==> src/inc/sif_pkg.sv <==
// Purpose: Shared constants and carriers for the spindle interface block
// Assumes: 32-bit register port, one word per register, byte addresses
// Notes:   Status and control layouts are packed structs, LSB last

package sif_pkg;

	// Register port widths
	localparam int unsigned ADDR_W = 8;
	localparam int unsigned DATA_W = 32;

	// Register byte offsets
	localparam logic [7:0] OFF_CTRL   = 8'h00; // Rotation and strobes
	localparam logic [7:0] OFF_SPDCMD = 8'h04; // Speed command word
	localparam logic [7:0] OFF_SCODE  = 8'h08; // Speed code word
	localparam logic [7:0] OFF_STATUS = 8'h0C; // Status flags
	localparam logic [7:0] OFF_ACT    = 8'h10; // Actual speed word
	localparam logic [7:0] OFF_LOAD   = 8'h14; // Load meter value
	localparam logic [7:0] OFF_MSPD   = 8'h18; // Motor speed value
	localparam logic [7:0] OFF_ALARM  = 8'h1C; // Alarm number byte
	localparam logic [7:0] OFF_LIMIT  = 8'h20; // Permitted speed range

	// Scaling limits
	localparam logic [15:0] LOAD_MAX = 16'h7FE1; // 32737, +10 V
	localparam logic [15:0] MSPD_MAX = 16'h4000; // +16384, top speed
	localparam logic [15:0] MSPD_MIN = 16'hC000; // -16384

	// Stop detection and ramp step while braking
	localparam logic [15:0] ZERO_LEVEL = 16'h0010;
	localparam logic [15:0] RAMP_STEP  = 16'h0040;

	// Interlock states, Gray along off, run, brake; brake back to off flips both bits
	typedef enum logic [1:0] {
		ST_OFF   = 2'b00,
		ST_RUN   = 2'b01,
		ST_DECEL = 2'b11
	} sif_state_e;

	// Control register layout
	typedef struct packed {
		logic [27:0] resv;
		logic        speed_code_strobe;
		logic        misc_code_strobe;
		logic        rev;
		logic        fwd;
	} sif_ctrl_s;

	// Permitted speed range register layout
	typedef struct packed {
		logic [15:0] hi;
		logic [15:0] lo;
	} sif_limit_s;

	// Flags reported by the amplifier and control internals
	typedef struct packed {
		logic coder_orient_near;
		logic sensor_orient_done;
		logic sensor_orient_near;
		logic slave_active;
		logic one_rev_seen;
		logic incremental_orient_active;
		logic unclamp_done;
		logic clamp_done;
		logic surface_speed_active;
		logic contour_axis_active;
		logic sync_active;
		logic phase_sync_active;
		logic sync_alarm;
		logic rigid_tap_active;
		logic spindle_alarm;
	} sif_amp_s;

	// Status register layout
	typedef struct packed {
		logic [10:0] resv;
		logic        ready;
		logic        contactor_off;
		logic        speed_nonzero_flag;
		logic        speed_fluctuation_alarm;
		logic        misc_code_strobe;
		logic        speed_code_strobe;
		sif_amp_s    amp;
	} sif_status_s;

	// Reset values
	localparam sif_ctrl_s  CTRL_RST   = '0;
	localparam logic [15:0] SPD_RST   = 16'h0000;
	localparam logic [31:0] SCODE_RST = 32'h0000_0000;
	localparam sif_limit_s LIMIT_RST  = '{hi: 16'hFFFF, lo: 16'h0000};

endpackage : sif_pkg

==> src/core/sif_core.sv <==
// Purpose: Spindle interface: stop interlock, status flags, data words
// Assumes: Single 100 MHz clock, synchronous active-low reset
// Notes:   Stop pin is synchronised; all else comes from same-clock logic
//
// The implementer's own choices: the register addresses and the strobed register port.

`timescale 1ns/1ps

module sif_core (
	input  wire logic                 clk_in,
	input  wire logic                 reset_n_in,
	input  wire logic                 ce_in,
	input  wire logic                 emergency_stop_n_in,
	input  wire logic [7:0]           addr_in,
	input  wire logic [31:0]          wdata_in,
	input  wire logic                 wr_in,
	input  wire logic                 rd_in,
	input  wire sif_pkg::sif_amp_s    amp_in,
	input  wire logic [7:0]           alarm_code_in,
	input  wire logic [15:0]          meas_rpm_in,
	input  wire logic [15:0]          meas_speed_in,
	input  wire logic [15:0]          load_raw_in,
	output logic [31:0]               rdata_out,
	output logic                      contactor_off_out,
	output logic                      motor_enable_out,
	output logic [15:0]               motor_cmd_out,
	output sif_pkg::sif_status_s      status_out
);

	// Stop pin synchroniser stages
	logic        est_s1_q;
	logic        est_s2_q;
	logic        est_s3_q;
	logic        est_n_q;     // Filtered stop level, 1 = run allowed

	// Software registers
	sif_pkg::sif_ctrl_s  ctrl_q;
	sif_pkg::sif_limit_s limit_q;
	logic [15:0]         speed_command_word_q;
	logic [31:0]         speed_code_word_q;

	// Interlock state
	sif_pkg::sif_state_e state_q;
	sif_pkg::sif_state_e state_d;

	// Reported data words
	logic [15:0] actual_speed_word_q;
	logic [15:0] load_meter_value_q;
	logic [15:0] motor_speed_value_q;
	logic [7:0]  alarm_number_byte_q;

	// Output flops
	logic                contactor_off_q;
	logic                motor_enable_q;
	logic [15:0]         motor_cmd_q;
	sif_pkg::sif_status_s status_q;
	logic [31:0]         rdata_q;

	// Derived combinational terms
	logic        moving;      // Motor speed above zero level
	logic        dir_ok;      // Exactly one rotation command
	logic        out_range;   // Measured speed outside permitted range

	// Magnitude of a signed 16-bit speed; most negative gives 32768 unsigned
	function automatic logic [15:0] mag16(input logic [15:0] v);
		logic [15:0] r;
		r = v[15] ? 16'(-v) : v;
		return r;
	endfunction : mag16

	// Three-flop sampler for the asynchronous stop pin
	always_ff @(posedge clk_in) begin
		if (!reset_n_in) begin
			est_s1_q <= 1'b0;
			est_s2_q <= 1'b0;
			est_s3_q <= 1'b0;
		end else if (ce_in) begin
			est_s1_q <= emergency_stop_n_in;
			est_s2_q <= est_s1_q;
			est_s3_q <= est_s2_q;
		end
	end

	// Level only moves once the two later stages agree
	always_ff @(posedge clk_in) begin
		if (!reset_n_in) begin
			est_n_q <= 1'b0;
		end else if (ce_in && (est_s2_q == est_s3_q)) begin
			est_n_q <= est_s3_q;
		end
	end

	// Register writes; no wait states on this port
	always_ff @(posedge clk_in) begin
		if (!reset_n_in) begin
			ctrl_q               <= sif_pkg::CTRL_RST;
			speed_command_word_q <= sif_pkg::SPD_RST;
			speed_code_word_q    <= sif_pkg::SCODE_RST;
			limit_q              <= sif_pkg::LIMIT_RST;
		end else if (ce_in && wr_in) begin
			case (addr_in)
				sif_pkg::OFF_CTRL: begin
					// Reserved bits are never stored
					ctrl_q      <= sif_pkg::sif_ctrl_s'(wdata_in);
					ctrl_q.resv <= '0;
				end
				sif_pkg::OFF_SPDCMD: begin
					speed_command_word_q <= wdata_in[15:0];
				end
				sif_pkg::OFF_SCODE: begin
					speed_code_word_q <= wdata_in;
				end
				sif_pkg::OFF_LIMIT: begin
					limit_q <= sif_pkg::sif_limit_s'(wdata_in);
				end
				// Read-only or unmapped: write ignored
				default: begin
				end
			endcase
		end
	end

	// Derived terms for the interlock and alarms
	always_comb begin
		moving    = mag16(meas_speed_in) > sif_pkg::ZERO_LEVEL;
		dir_ok    = ctrl_q.fwd ^ ctrl_q.rev;
		out_range = (meas_rpm_in < limit_q.lo) ||
			(meas_rpm_in > limit_q.hi);
	end

	// Interlock next state
	always_comb begin
		state_d = state_q;
		case (state_q)
			sif_pkg::ST_OFF: begin
				if (est_n_q) begin
					state_d = sif_pkg::ST_RUN;
				end
			end
			sif_pkg::ST_RUN: begin
				if (!est_n_q) begin
					state_d = moving ? sif_pkg::ST_DECEL
						: sif_pkg::ST_OFF;
				end
			end
			// Braking ends only at standstill
			sif_pkg::ST_DECEL: begin
				if (!moving) begin
					state_d = sif_pkg::ST_OFF;
				end
			end
			default: begin
				state_d = sif_pkg::ST_OFF;
			end
		endcase
	end

	// Interlock state register
	always_ff @(posedge clk_in) begin
		if (!reset_n_in) begin
			state_q <= sif_pkg::ST_OFF;
		end else if (ce_in) begin
			state_q <= state_d;
		end
	end

	// Contactor off while stopped under stop; kept on during braking
	always_ff @(posedge clk_in) begin
		if (!reset_n_in) begin
			contactor_off_q <= 1'b1;
		end else if (ce_in) begin
			contactor_off_q <= (state_q == sif_pkg::ST_OFF) && !est_n_q;
		end
	end

	// Drive enable; both commands at once means stop
	always_ff @(posedge clk_in) begin
		if (!reset_n_in) begin
			motor_enable_q <= 1'b0;
		end else if (ce_in) begin
			motor_enable_q <= est_n_q && dir_ok &&
				(state_q == sif_pkg::ST_RUN) &&
				!amp_in.spindle_alarm;
		end
	end

	// Speed reference to the drive, ramped to zero when braking
	always_ff @(posedge clk_in) begin
		if (!reset_n_in) begin
			motor_cmd_q <= 16'h0000;
		end else if (ce_in) begin
			case (state_q)
				sif_pkg::ST_RUN: begin
					// hold reference so braking ramps from it
					if (!est_n_q) begin
						motor_cmd_q <= motor_cmd_q;
					end else if (!dir_ok) begin
						motor_cmd_q <= 16'h0000;
					end else if (ctrl_q.fwd) begin
						motor_cmd_q <= speed_command_word_q;
					end else begin
						motor_cmd_q <= 16'(-speed_command_word_q);
					end
				end
				sif_pkg::ST_DECEL: begin
					if (mag16(motor_cmd_q) <= sif_pkg::RAMP_STEP) begin
						motor_cmd_q <= 16'h0000;
					end else if (motor_cmd_q[15]) begin
						motor_cmd_q <= motor_cmd_q + sif_pkg::RAMP_STEP;
					end else begin
						motor_cmd_q <= motor_cmd_q - sif_pkg::RAMP_STEP;
					end
				end
				// Off: nothing commanded
				default: begin
					motor_cmd_q <= 16'h0000;
				end
			endcase
		end
	end

	// Data words sampled from the amplifier side
	always_ff @(posedge clk_in) begin
		if (!reset_n_in) begin
			actual_speed_word_q <= 16'h0000;
			load_meter_value_q  <= 16'h0000;
			motor_speed_value_q <= 16'h0000;
			alarm_number_byte_q <= 8'h00;
		end else if (ce_in) begin
			actual_speed_word_q <= meas_rpm_in;
			load_meter_value_q <= (load_raw_in > sif_pkg::LOAD_MAX) ?
				sif_pkg::LOAD_MAX : load_raw_in;
			if ($signed(meas_speed_in) > $signed(sif_pkg::MSPD_MAX)) begin
				motor_speed_value_q <= sif_pkg::MSPD_MAX;
			end else if ($signed(meas_speed_in) <
				$signed(sif_pkg::MSPD_MIN)) begin
				motor_speed_value_q <= sif_pkg::MSPD_MIN;
			end else begin
				motor_speed_value_q <= meas_speed_in;
			end
			alarm_number_byte_q <= amp_in.spindle_alarm ?
				alarm_code_in : 8'h00;
		end
	end

	// Status flags; amplifier flags pass through one register
	always_ff @(posedge clk_in) begin
		if (!reset_n_in) begin
			status_q               <= '0;
			status_q.contactor_off <= 1'b1;
		end else if (ce_in) begin
			status_q.resv  <= '0;
			status_q.ready <= (state_q == sif_pkg::ST_RUN);
			status_q.contactor_off <=
				(state_q == sif_pkg::ST_OFF) && !est_n_q;
			status_q.speed_nonzero_flag <= |speed_command_word_q;
			status_q.speed_fluctuation_alarm <= out_range;
			status_q.misc_code_strobe  <= ctrl_q.misc_code_strobe;
			status_q.speed_code_strobe <= ctrl_q.speed_code_strobe;
			status_q.amp <= amp_in;
		end
	end

	// Read data stand one cycle, zero otherwise
	always_ff @(posedge clk_in) begin
		if (!reset_n_in) begin
			rdata_q <= 32'h0000_0000;
		end else if (ce_in) begin
			rdata_q <= 32'h0000_0000;
			if (rd_in) begin
				case (addr_in)
					sif_pkg::OFF_CTRL:   rdata_q <= ctrl_q;
					sif_pkg::OFF_SPDCMD: rdata_q <= {16'h0000,
						speed_command_word_q};
					sif_pkg::OFF_SCODE:  rdata_q <= speed_code_word_q;
					sif_pkg::OFF_STATUS: rdata_q <= status_q;
					sif_pkg::OFF_ACT:    rdata_q <= {16'h0000,
						actual_speed_word_q};
					sif_pkg::OFF_LOAD:   rdata_q <= {16'h0000,
						load_meter_value_q};
					sif_pkg::OFF_MSPD:   rdata_q <= {16'h0000,
						motor_speed_value_q};
					sif_pkg::OFF_ALARM:  rdata_q <= {24'h00_0000,
						alarm_number_byte_q};
					sif_pkg::OFF_LIMIT:  rdata_q <= limit_q;
					// Unmapped reads as zero
					default:             rdata_q <= 32'h0000_0000;
				endcase
			end
		end
	end

	// Ports straight from flops
	assign rdata_out         = rdata_q;
	assign contactor_off_out = contactor_off_q;
	assign motor_enable_out  = motor_enable_q;
	assign motor_cmd_out     = motor_cmd_q;
	assign status_out        = status_q;

	// Checks on the interlock and reported words
	property p_stop_blocks_run;
		@(posedge clk_in) disable iff (!reset_n_in)
		(ce_in && !est_n_q) |=> !motor_enable_q;
	endproperty
	a_stop_blocks_run: assert property (p_stop_blocks_run)
		else $error("Motor enabled under stop");

	property p_contactor_at_rest;
		@(posedge clk_in) disable iff (!reset_n_in)
		(ce_in && state_q == sif_pkg::ST_OFF && !est_n_q)
			|=> contactor_off_q;
	endproperty
	a_contactor_at_rest: assert property (p_contactor_at_rest)
		else $error("Contactor not off at rest under stop");

	property p_brake_before_off;
		@(posedge clk_in) disable iff (!reset_n_in)
		(ce_in && state_q == sif_pkg::ST_RUN && !est_n_q && moving)
			|=> (state_q == sif_pkg::ST_DECEL) && !contactor_off_q
			&& !motor_enable_q;
	endproperty
	a_brake_before_off: assert property (p_brake_before_off)
		else $error("Stop while turning skipped braking");

	property p_decel_contactor_on;
		@(posedge clk_in) disable iff (!reset_n_in)
		(state_q == sif_pkg::ST_DECEL) |-> !contactor_off_q;
	endproperty
	a_decel_contactor_on: assert property (p_decel_contactor_on)
		else $error("Contactor dropped while braking");

	property p_release_ready;
		@(posedge clk_in) disable iff (!reset_n_in)
		(ce_in && state_q == sif_pkg::ST_OFF && est_n_q)
			##1 (ce_in && dir_ok && est_n_q && !amp_in.spindle_alarm)
			|=> motor_enable_q;
	endproperty
	a_release_ready: assert property (p_release_ready)
		else $error("No start after stop released");

	property p_nonzero_flag;
		@(posedge clk_in) disable iff (!reset_n_in)
		ce_in |=> (status_q.speed_nonzero_flag ==
			($past(speed_command_word_q) != 16'h0000));
	endproperty
	a_nonzero_flag: assert property (p_nonzero_flag)
		else $error("Nonzero flag disagrees with command");

	property p_fluct_alarm;
		@(posedge clk_in) disable iff (!reset_n_in)
		(ce_in && out_range) |=> status_q.speed_fluctuation_alarm;
	endproperty
	a_fluct_alarm: assert property (p_fluct_alarm)
		else $error("Out of range speed not flagged");

	property p_load_cap;
		@(posedge clk_in) disable iff (!reset_n_in)
		load_meter_value_q <= sif_pkg::LOAD_MAX;
	endproperty
	a_load_cap: assert property (p_load_cap)
		else $error("Load word above full scale");

	property p_mspd_range;
		@(posedge clk_in) disable iff (!reset_n_in)
		mag16(motor_speed_value_q) <= sif_pkg::MSPD_MAX;
	endproperty
	a_mspd_range: assert property (p_mspd_range)
		else $error("Motor speed word beyond full scale");

	property p_alarm_byte_zero;
		@(posedge clk_in) disable iff (!reset_n_in)
		!status_q.amp.spindle_alarm |-> (alarm_number_byte_q == 8'h00);
	endproperty
	a_alarm_byte_zero: assert property (p_alarm_byte_zero)
		else $error("Alarm byte nonzero without alarm");

	// Main scenarios
	c_brake: cover property (@(posedge clk_in) disable iff (!reset_n_in)
		state_q == sif_pkg::ST_DECEL ##1 state_q == sif_pkg::ST_OFF);
	c_restart: cover property (@(posedge clk_in) disable iff (!reset_n_in)
		contactor_off_q ##[1:20] motor_enable_q);
	c_alarm: cover property (@(posedge clk_in) disable iff (!reset_n_in)
		alarm_number_byte_q != 8'h00);

endmodule : sif_core

==> config.mk <==
export PLATFORM = sky130hd
export DESIGN_NAME = sif_core
export DESIGN_NICKNAME = d
export VERILOG_FILES = /design/src/inc/sif_pkg.sv /design/src/core/sif_core.sv
export SDC_FILE = /design/constraint.sdc
export NUM_CORES = 1
export LEC_CHECK = 0
export ABC_CLOCK_PERIOD_IN_PS = 6000
export BUFFER_PORTS_ARGS = -buffer_cell sky130_fd_sc_hd__buf_4
export CAP_MARGIN = 20
export CORE_ASPECT_RATIO = 0.6
export CORE_UTILIZATION = 33
export CTS_CLUSTER_DIAMETER = 60
export DETAILED_ROUTE_END_ITERATION = 16
export PLACE_DENSITY = 0.49
export SYNTH_ARGS = -nofsm -noshare
export SYNTH_HDL_FRONTEND = slang
export SYNTH_SLANG_ARGS = --single-unit
==> constraint.sdc <==
create_clock -name clk_in -period 6 [get_ports clk_in]
set_input_delay 0.3 -clock clk_in [delete_from_list [all_inputs] [get_ports clk_in]]
set_output_delay 0.3 -clock clk_in [all_outputs]
set_load 0.005 [all_outputs]
==> flow_summary_export.csv, run 1 <==
group,metric,value,unit
outcome,run_status,"finished, final reports clean",
die,dieArea,33600,um2
cts,cts-htree-levels,1,
logic_synthesis,yosys.area.top_type_share,39.9,%
timing,max_freq,354,MHz
final_layout,syn_to_final_growth,24.3,%
logic_synthesis,synth.ff_latch_count,216,
drt,drc,0,
timing,final_hold_viol_count,0,
logic_synthesis,synth_top_area_cell,"dfxtp_1",
worst_setup_path,path_class,"reg2reg",
logic_synthesis,synthDistinctLibCells,74,
placed_design,hpwl,28500,um
drt,finalWirelength,39000,um
worst_setup_path,cp_max_fo,9,
logic_synthesis,synth_edf_count,0,
cts,numCtsBuffers,23,
timing,rsz0062_at_grt,"false",
worst_setup_path,endpoint_kind,"flop",
die,die_h,142,um
final_layout,multi_input_area,5970,um2
cts,hold_buffers,11,
timing,worst_slew_pin_slew,1020,ps
logic_synthesis,syn_area,10800,um2
logic_synthesis,syn_inst,1272,
final_layout,instances_no_fill,1857,
logic_synthesis,synth.avg_cell_area,8.53,um2
global_routing,grt_max_degree,88,
timing,maxSlewViolCount,0,
cts,clk_latency,540,ps
final_layout,drive_above_1_share,17.8,%
worst_setup_path,start_kind,"flop",
final_layout,antennaDiodeCount,0,
worst_setup_path,r2r_start,"motor_cmd_out[5]",
logic_synthesis,synth_warnings,0,
global_routing,grt_usage,22.7,%
worst_setup_path,arrival,3260,ps
drt,first_pass_iters,8,
drt,drt_iter0_markers,995,
worst_setup_path,r2r-end,"motor_cmd_out[13]",
timing,finalSetupTns,0,ps
die,ios,199,
pwr,powerDensity,250,nW/um2
pwr,total_leakage_power,5.45,nW
drt,viasPerCell,5.41,
die,start_util,34.2,%
cts,cts_setup_buffers,0,
final_layout,nNetsFinal,1583,
logic_synthesis,async_flop_share,0,%
drt,ant_nets,0,
cts,root_buffer,"clkbuf_16",
die,design.core.area,31700,um2
worst_hold_path,hold_class,"in2reg",
placed_design,place_congestion,0.877,
worst_setup_path,r2r_slack,3180,ps
logic_synthesis,ys.flop_type,"dfxtp_1",
global_routing,first_global_vias,9306,
placed_design,portBuffers,187,
cts,cts_buffer_depth,3,
die,rows,50,
worst_hold_path,min_to,"limit_q[31]",
global_routing,grt.overflow.total,0,
timing,setup_violations,0,
timing,period_minus_slack,2820,ps
drt,wl_per_cell,21.0,um
pwr,peakVddDrop,0.172,mV
logic_synthesis,synth_area_leaders,"dfxtp_1, nand2_1, a21boi_0, ha_1, mux2i_1",
cts,cts_tree,"done",
final_layout,nFillCells,3227,
drt,vias,10038,
worst_setup_path,rr_worst_depth,6,
worst_hold_path,min_path_cells,3,
cts,clock-sinks,216,
logic_synthesis,yosysMostFrequentCell,"dfxtp_1",
placed_design,dp_cells,1804,
global_routing,grt_pass1_wl,58300,um
final_layout,regArea,4320,um2
job,max_cap_violations,0,
timing,max_slew_margin,31.5,%
cts,clk_pin_slew,70,ps
worst_hold_path,min_from,"wdata_in[31]",
timing,final.period_utilization,47.0,%
die,die_w,236,um
worst_setup_path,required,6440,ps
timing,fin_skew,25.2,ps
cts,cts_resized,0,
logic_synthesis,ys_seq_area_share,39.9,%
global_routing,antenna_found_initial,0,
logic_synthesis,yosys-top-cells-count,"dfxtp_1, nand2_1, clkbuf_1, a21boi_0, o21ai_0",
-- routing by layer --
layer | vias up | routed length, um | global-route usage [%]
met2 | 350 | 15400 | 31.5
met3 | 35 | 2970 | 4.50
met5 | - | 0 | 0
met4 | 0 | 470 | 3.30
met1 | 4787 | 20200 | 35.6
li1 | 4866 | - | -
-- cell families (layout without fill, tap and decap cells) --
family                   Yosys count  count (layout)  share of synthesized area, %
other                              1              11                        0.0346
XOR/XNOR                          22              22                          1.78
AND/OR/NAND/NOR                  410             410                          18.0
adder cells (fa/ha/maj)           42              42                          4.92
buffers and inverters            148             307                          5.60
flip-flops                       216             216                          39.9
multiplexers                      52              52                          4.81
AO/OA/AOI/OAI                    381             381                          25.0
-- critical path, cell delays in order, from the launching register on --
cell and delay [ps]:
dfxtp_1 320, nor4_1 690, a31oi_1 190, mux2i_1 170, a41oi_1 640, nand3_1 420
o221ai_1 300
-- state kept, by name (all words and copies together), names as in the netlist --
register              flops
actual_speed_word_q      16
status_out               21
est_s3_q                  1
ctrl_q                    4
rdata_out                32
est_s2_q                  1
limit_q                  32
motor_cmd_out            16
alarm_number_byte_q       8
est_s1_q                  1
speed_code_word_q        32
speed_command_word_q     16
motor_speed_value_q      16
state_q                   2
motor_enable_out          1
load_meter_value_q       16
est_n_q                   1
-- cells in the final DEF, fill, tap and decap left out, types with 28 or more instances in the layout --
master and count:
o21ai_0 61, a21boi_0 77, dfxtp_1 216, ha_1 41, nor2b_1 54, a22oi_1 31, a22o_1 28, mux2i_1 51
inv_1 50, nand2_1 207, nor2_1 46, a21oi_1 45, buf_4 203
-- worst max-delay path by stage --
stage | slack, ps | from | depth (start not counted) | end
floorplan | 3590 | meas_speed_in[0] | 8 | state_q[0]
global placement | 3130 | addr_in[1] | 7 | speed_command_word_q[9]
detailed placement | 3110 | addr_in[1] | 7 | speed_command_word_q[1]
CTS | 3150 | motor_cmd_out[5] | 6 | motor_cmd_out[13]
global route | 2920 | motor_cmd_out[5] | 6 | motor_cmd_out[10]
finish | 3180 | motor_cmd_out[5] | 6 | motor_cmd_out[13]
-- where the power goes --
part | total, mW | switching (mW) | internal, mW
Combinational | 0.280 | 0.149 | 0.131
Clock | 1.60 | 0.624 | 0.972
Sequential | 1.49 | 0.0232 | 1.46
-- final cells by class --
type / count / area share (%)
inverter: 51 / 1.42
sequential: 216 / 32.1
timing repair buffer: 214 / 12.1
multi-input combinational: 918 / 44.3
clock buffer: 30 / 4.76
tap: 416 / 3.86
clock inverter: 12 / 1.46
-- through the flow --
stage               setup WS (ps)  util, %  power, mW  hold WS (ps)  instance area (um2)
CTS                          3150     42.5       3.39         0.136                13500
global placement             3130     39.5       1.79           439                12500
finish                       3180     42.5       3.36          12.6                13500
detailed placement           3110     39.5       1.79           442                12500
floorplan                    3590        -       1.64           424                10900
global route                 2920     42.5       3.49          3.05                13500
No activity file was read; power rests on OpenSTA's default activity.
==> run 2: changes to the inputs <==
--- a/config.mk
+++ b/config.mk
@@ -5,7 +5,7 @@
 export SDC_FILE = /design/constraint.sdc
 export NUM_CORES = 1
 export LEC_CHECK = 0
-export ABC_CLOCK_PERIOD_IN_PS = 6000
+export ABC_CLOCK_PERIOD_IN_PS = 2840
 export BUFFER_PORTS_ARGS = -buffer_cell sky130_fd_sc_hd__buf_4
 export CAP_MARGIN = 20
 export CORE_ASPECT_RATIO = 0.6
==> constraint.sdc (replaced) <==
create_clock -name clk_in -period 2.84 [get_ports clk_in]
set_input_delay 0.142 -clock clk_in [delete_from_list [all_inputs] [get_ports clk_in]]
set_output_delay 0.142 -clock clk_in [all_outputs]
set_load 0.005 [all_outputs]
==> run 2 against run 1 <==
  * Combinational power grew to 2.6 times the previous value
  * Routed wire length grew 3.2%
  * Non-clock buffer count grew 122
  * Final area grew 8.4%
  * Sequential power grew 110%
  * Worst hold slack gained 62 ps
  * Clock power grew 96%
  * Die area is the same
  * Total power grew 110%
  * Worst setup slack lost 3000 ps
  * Core utilization grew 3.6 points
  * Sequential share of layout area shrank 2.5 points
  * Critical path type is now in2reg
==> flow_summary_export.csv, run 2 (same netlist as run 1, synthesis figures left out) <==
group,metric,value,unit
worst_setup_path,crit_chain,"dlygate4sd3_1 -> buf_4 -> inv_1 -> ha_1 -> or3b_2 -> or4_1 -> a311oi_1 -> nand4_1 -> o41ai_2 -> a21boi_1",
final_layout,regArea,4320,um2
placed_design,placed_area,12700,um2
timing,setup_ws,182,ps
worst_setup_path,arrival,3070,ps
drt,vias,10522,
pwr,powerDensity,478,nW/um2
final_layout,final_area,14600,um2
worst_setup_path,r2r_start,"motor_cmd_out[15]",
die,ios,199,
die,die_h,142,um
cts,numCtsBuffers,23,
cts,clk_latency,540,ps
worst_hold_path,hold_class,"in2reg",
placed_design,hpwl,29600,um
drt,drt_iter0_markers,986,
drt,viasPerCell,5.32,
worst_setup_path,endpoint_kind,"flop",
final_layout,multi_input_area,5970,um2
timing,period_minus_slack,2660,ps
timing,worst_slew_pin_slew,792,ps
worst_setup_path,cp-startpoint,"meas_speed_in[0]",
outcome,run_status,"finished, final reports clean",
final_layout,drive_above_1_share,17.7,%
final_layout,antennaDiodeCount,0,
pwr,peakVddDrop,0.378,mV
timing,max_slew_margin,47.0,%
final_layout,syn_to_final_growth,34.7,%
placed_design,place_ws,268,ps
timing,setup_violations,0,
cts,clk_pin_slew,60,ps
drt,drc,0,
worst_setup_path,start_kind,"input port",
worst_setup_path,cp_max_fo,5,
global_routing,grt_pass1_wl,61200,um
worst_setup_path,path_class,"in2reg",
drt,first_pass_iters,7,
timing,final_hold_viol_count,0,
worst_setup_path,r2r-end,"motor_cmd_out[13]",
job,max_cap_violations,0,
cts,clock-sinks,216,
cts,cts_tree,"done",
timing,final.period_utilization,93.6,%
placed_design,place_congestion,0.869,
worst_setup_path,required,3250,ps
final_layout,nNetsFinal,1705,
worst_setup_path,rr_worst_depth,8,
final_layout,mostFrequentLayoutCells,"buf_4, dfxtp_1, nand2_1",
timing,finalSetupTns,0,ps
die,design.core.area,31700,um2
cts,cts_buffer_depth,3,
cts,root_buffer,"clkbuf_16",
drt,finalWirelength,40200,um
final_layout,layout_commonest_cell,"buf_4",
global_routing,grt.overflow.total,0,
die,die_w,236,um
timing,max_freq,376,MHz
pwr,total_leakage_power,5.96,nW
global_routing,grt_usage,23.7,%
timing,rsz0062_at_grt,"false",
die,rows,50,
timing,fin_skew,20.5,ps
die,dieArea,33600,um2
timing,maxSlewViolCount,0,
placed_design,portBuffers,187,
drt,ant_nets,0,
global_routing,grt_max_degree,78,
global_routing,antenna_found_initial,1,
final_layout,nFillCells,3099,
worst_setup_path,crit_end,"state_q[0]",
cts,cts-htree-levels,1,
worst_setup_path,cp_slowest_stage_delay,560,ps
pwr,power,6.98,mW
final_layout,instances_no_fill,1976,
worst_setup_path,r2r_slack,360,ps
worst_setup_path,cpMaxStageDelayCell,"dlygate4sd3_1",
global_routing,first_global_vias,9904,
cts,cts_setup_buffers,0,
die,start_util,34.2,%
drt,wl_per_cell,20.4,um
placed_design,dp_cells,1827,
## run 2: cell types whose count changed in the layout (fill, tap and decap cells not counted), sizes merged
cell	change
bufinv	-2
inv	+1
clkbuf	-2
clkinvlp	+1
dlygate4sd3	+99
buf	+23
clkinv	-1
## run 2: routing by layer
metal	track usage (%)	wire, um	up-vias	part of all wire (%)
li1	-	-	5098	-
met1	37.8	21200	5063	53
met2	33.5	16100	326	40
met3	3.57	2530	35	6.3
met4	2.82	408	0	1.0
met5	0	0	-	0
## run 2: metrics by stage
| stage | hold slack [ps] | utilization [%] |
|---|---|---|
| after floorplan | 266 | - |
| after global placement | 379 | 40.2 |
| after detailed placement | 380 | 40.2 |
| after CTS | 55.4 | 46.0 |
| after global routing | 79.9 | 46.1 |
| final | 75.1 | 46.1 |
## run 2: final cells by class
type,instances,area share (%)
multi-input cells,918,40.9
flip-flops and latches,216,29.6
repair buffers,336,19.5
clock buffers,28,4.20
well taps,416,3.56
inverters,51,1.31
clock inverters,11,0.959
## run 2: worst min-delay path by stage
| stage | from | endpoint | slack (ps) | depth (start not counted) |
|---|---|---|---|---|
| detailed placement | load_raw_in[4] | load_meter_value_q[4] | 380 | 2 |
| CTS | ce_in | motor_enable_out | 60 | 3 |
| global placement | load_raw_in[1] | load_meter_value_q[1] | 380 | 2 |
| floorplan | wdata_in[16] | limit_q[16] | 270 | 2 |
| finish | ce_in | motor_enable_out | 80 | 3 |
| global route | ce_in | motor_enable_out | 80 | 3 |
## run 2: timing repair
| action | in CTS | in global routing |
|---|---|---|
| hold endpoints to repair | 155 | 0 |
| hold buffers | 110 | 0 |
| resized for setup | 0 | 1 |
| endpoints found under the setup margin | 0 | 1 |
## run 2: where the power goes
group          total (mW)  internal [mW]  switching [mW]
clock network        3.13           1.81            1.32
registers            3.14           3.09          0.0483
logic               0.715          0.370           0.345
## run 2: critical path, delay by kind of cell
kind | cells | cell delay, ps
AO/OA/AOI/OAI | 3 | 770
adder cells (fa/ha/maj) | 1 | 190
buffers and inverters | 3 | 770
AND/OR/NAND/NOR | 3 | 1190
==> run 3: changes to the inputs <==
--- a/config.mk
+++ b/config.mk
@@ -8,11 +8,13 @@
 export ABC_CLOCK_PERIOD_IN_PS = 2840
 export BUFFER_PORTS_ARGS = -buffer_cell sky130_fd_sc_hd__buf_4
 export CAP_MARGIN = 20
+export CELL_PAD_IN_SITES_DETAIL_PLACEMENT = 1
+export CELL_PAD_IN_SITES_GLOBAL_PLACEMENT = 2
 export CORE_ASPECT_RATIO = 0.6
 export CORE_UTILIZATION = 33
 export CTS_CLUSTER_DIAMETER = 60
 export DETAILED_ROUTE_END_ITERATION = 16
-export PLACE_DENSITY = 0.49
+export PLACE_DENSITY = 0.76
 export SYNTH_ARGS = -nofsm -noshare
 export SYNTH_HDL_FRONTEND = slang
 export SYNTH_SLANG_ARGS = --single-unit
==> run 3 against run 2 <==
  * Register-to-register slack better by 60 ps
  * Maximum frequency is 0.70% lower
  * Via count is 1.6% higher
  * Clock skew is 13 ps lower
  * Total power is 0.55% higher
  * Die area stayed put
  * Critical path type unchanged
  * Flip-flop and latch count stayed put
  * Sequential power hardly changed
==> flow_summary_export.csv, run 3 (same netlist as run 1, synthesis figures left out) <==
group,metric,value,unit
cts,cts_buffer_depth,3,
timing,maxSlewViolCount,0,
timing,final.period_utilization,94.3,%
timing,fin_skew,7.81,ps
global_routing,grt_pass1_wl,65300,um
cts,clk_pin_slew,60,ps
timing,max_freq,374,MHz
worst_setup_path,crit_chain,"dlygate4sd3_1 -> buf_4 -> inv_1 -> ha_1 -> or3b_2 -> or4_1 -> a311oi_1 -> nand4_1 -> o41ai_1 -> a21boi_1",
cts,numCtsBuffers,23,
worst_hold_path,hold_class,"in2reg",
worst_setup_path,arrival,3090,ps
global_routing,grt.overflow.total,0,
placed_design,portBuffers,187,
worst_setup_path,endpoint_kind,"flop",
drt,viasPerCell,5.40,
drt,wl_per_cell,21.5,um
final_layout,mostFrequentLayoutCells,"buf_4, dfxtp_1, nand2_1",
cts,cts-htree-levels,1,
worst_setup_path,crit_family,"simple AND/OR/NAND/NOR gates",
placed_design,hpwl,31100,um
die,design.core.area,31700,um2
timing,setup_violations,0,
die,rows,50,
pwr,peakVddDrop,0.355,mV
cts,clock-sinks,216,
placed_design,place_congestion,0.862,
job,max_cap_violations,0,
timing,rsz0062_at_grt,"false",
outcome,run_status,"finished, final reports clean",
die,dieArea,33600,um2
timing,final_hold_viol_count,0,
final_layout,drive_above_1_share,17.9,%
worst_setup_path,path_buf_inv,3,
die,start_util,34.2,%
timing,max_slew_margin,53.5,%
worst_setup_path,rr_worst_depth,8,
worst_hold_path,min_from,"reset_n_in",
worst_setup_path,r2r_start,"motor_cmd_out[15]",
placed_design,dp_cells,1831,
die,ios,199,
global_routing,grt_max_degree,111,
final_layout,syn_to_final_growth,34.8,%
global_routing,first_global_vias,10897,
timing,finalSetupTns,0,ps
final_layout,nFillCells,3693,
global_routing,grt_usage,25.2,%
drt,ant_nets,0,
cts,root_buffer,"clkbuf_16",
timing,worst_slew_pin_slew,692,ps
drt,vias,10695,
worst_setup_path,cp-startpoint,"meas_speed_in[0]",
worst_setup_path,cp.depth,10,
final_layout,layout_commonest_cell,"buf_4",
worst_setup_path,cpMaxStageDelayCell,"dlygate4sd3_1",
drt,drt_iter0_markers,767,
cts,cts_tree,"done",
die,die_h,142,um
worst_setup_path,cp_max_fo,5,
final_layout,nNetsFinal,1708,
drt,finalWirelength,42600,um
drt,drc,0,
worst_setup_path,start_kind,"input port",
worst_hold_path,min_path_cells,3,
worst_setup_path,cp_slowest_stage_delay,540,ps
final_layout,antennaDiodeCount,0,
pwr,total_leakage_power,5.97,nW
die,die_w,236,um
worst_setup_path,required,3250,ps
cts,clk_latency,530,ps
cts,cts_setup_buffers,0,
pwr,powerDensity,480,nW/um2
timing,period_minus_slack,2680,ps
drt,first_pass_iters,7,
worst_setup_path,path_class,"in2reg",
global_routing,antenna_found_initial,0,
final_layout,instances_no_fill,1979,
==> run 3: cell types whose count changed in the layout (fill, tap and decap cells not counted) <==
cell,before,now
o41ai_1,2,3
clkbuf_8,2,0
bufinv_16,3,4
clkinv_4,0,1
and2_2,0,1
buf_4,222,227
clkinvlp_4,1,0
clkinv_2,5,7
and2_1,7,6
o41ai_2,1,0
buf_12,4,3
inv_6,2,1
dlygate4sd3_1,110,109
==> run 3: worst reg2reg max path, stage by stage, from the launching register on <==
cell and delay, ps:
dfxtp_1 500, inv_1 290, ha_1 370, a211o_1 300
o211ai_1 140, a21oi_1 150, o31a_1 270, xnor2_1 130
o221ai_1 130
==> run 3: power by group <==
| group | switching, mW | internal [mW] | total (mW) |
|---|---|---|---|
| registers | 0.0493 | 3.09 | 3.14 |
| clock network | 1.31 | 1.85 | 3.16 |
| logic | 0.350 | 0.372 | 0.722 |
==> run 3: final cells by class <==
| type | instances | area [um2] | area share, % |
|---|---|---|---|
| clock buffer | 26 | 587 | 4.01 |
| clock inverter | 13 | 173 | 1.18 |
| inverter | 51 | 191 | 1.31 |
| multi-input combinational | 918 | 5970 | 40.8 |
| sequential | 216 | 4320 | 29.6 |
| tap | 416 | 520 | 3.56 |
| timing repair buffer | 339 | 2860 | 19.5 |
==> run 3: worst paths after layout <==
kind	to	slack (ps)
min	motor_cmd_out[11]	20
max	state_q[0]	160
min reg2reg	rdata_out[14]	460
max reg2reg	motor_cmd_out[13]	420
==> run 3: metrics by stage <==
step,area [um2],power [mW],hold WS [ps],util (%),setup WS (ps)
6_report,14600,7.02,23.4,46.1,163
5_1_grt,14600,7.28,21.6,46.1,28.2
4_1_cts,14600,7.10,0.806,46.1,218
3_5_place_dp,12800,3.80,382,40.3,240
3_3_place_gp,12800,3.79,381,40.3,235
2_1_floorplan,10900,3.47,266,-,588
==> run 3: timing repair <==
item,4_1_cts,5_1_grt
hold buffers,109,0
gates resized for setup,0,0
endpoints found under the setup margin,0,0
endpoints found under the hold margin,155,0
==> run 3: per-layer routing <==
metal,track usage (%),up-vias,part of all wire [%]
met1,37.5,5273,51
met3,3.39,39,4.9
met2,38.9,267,43
met5,0,-,0
met4,3.68,0,1.1
li1,-,5116,-
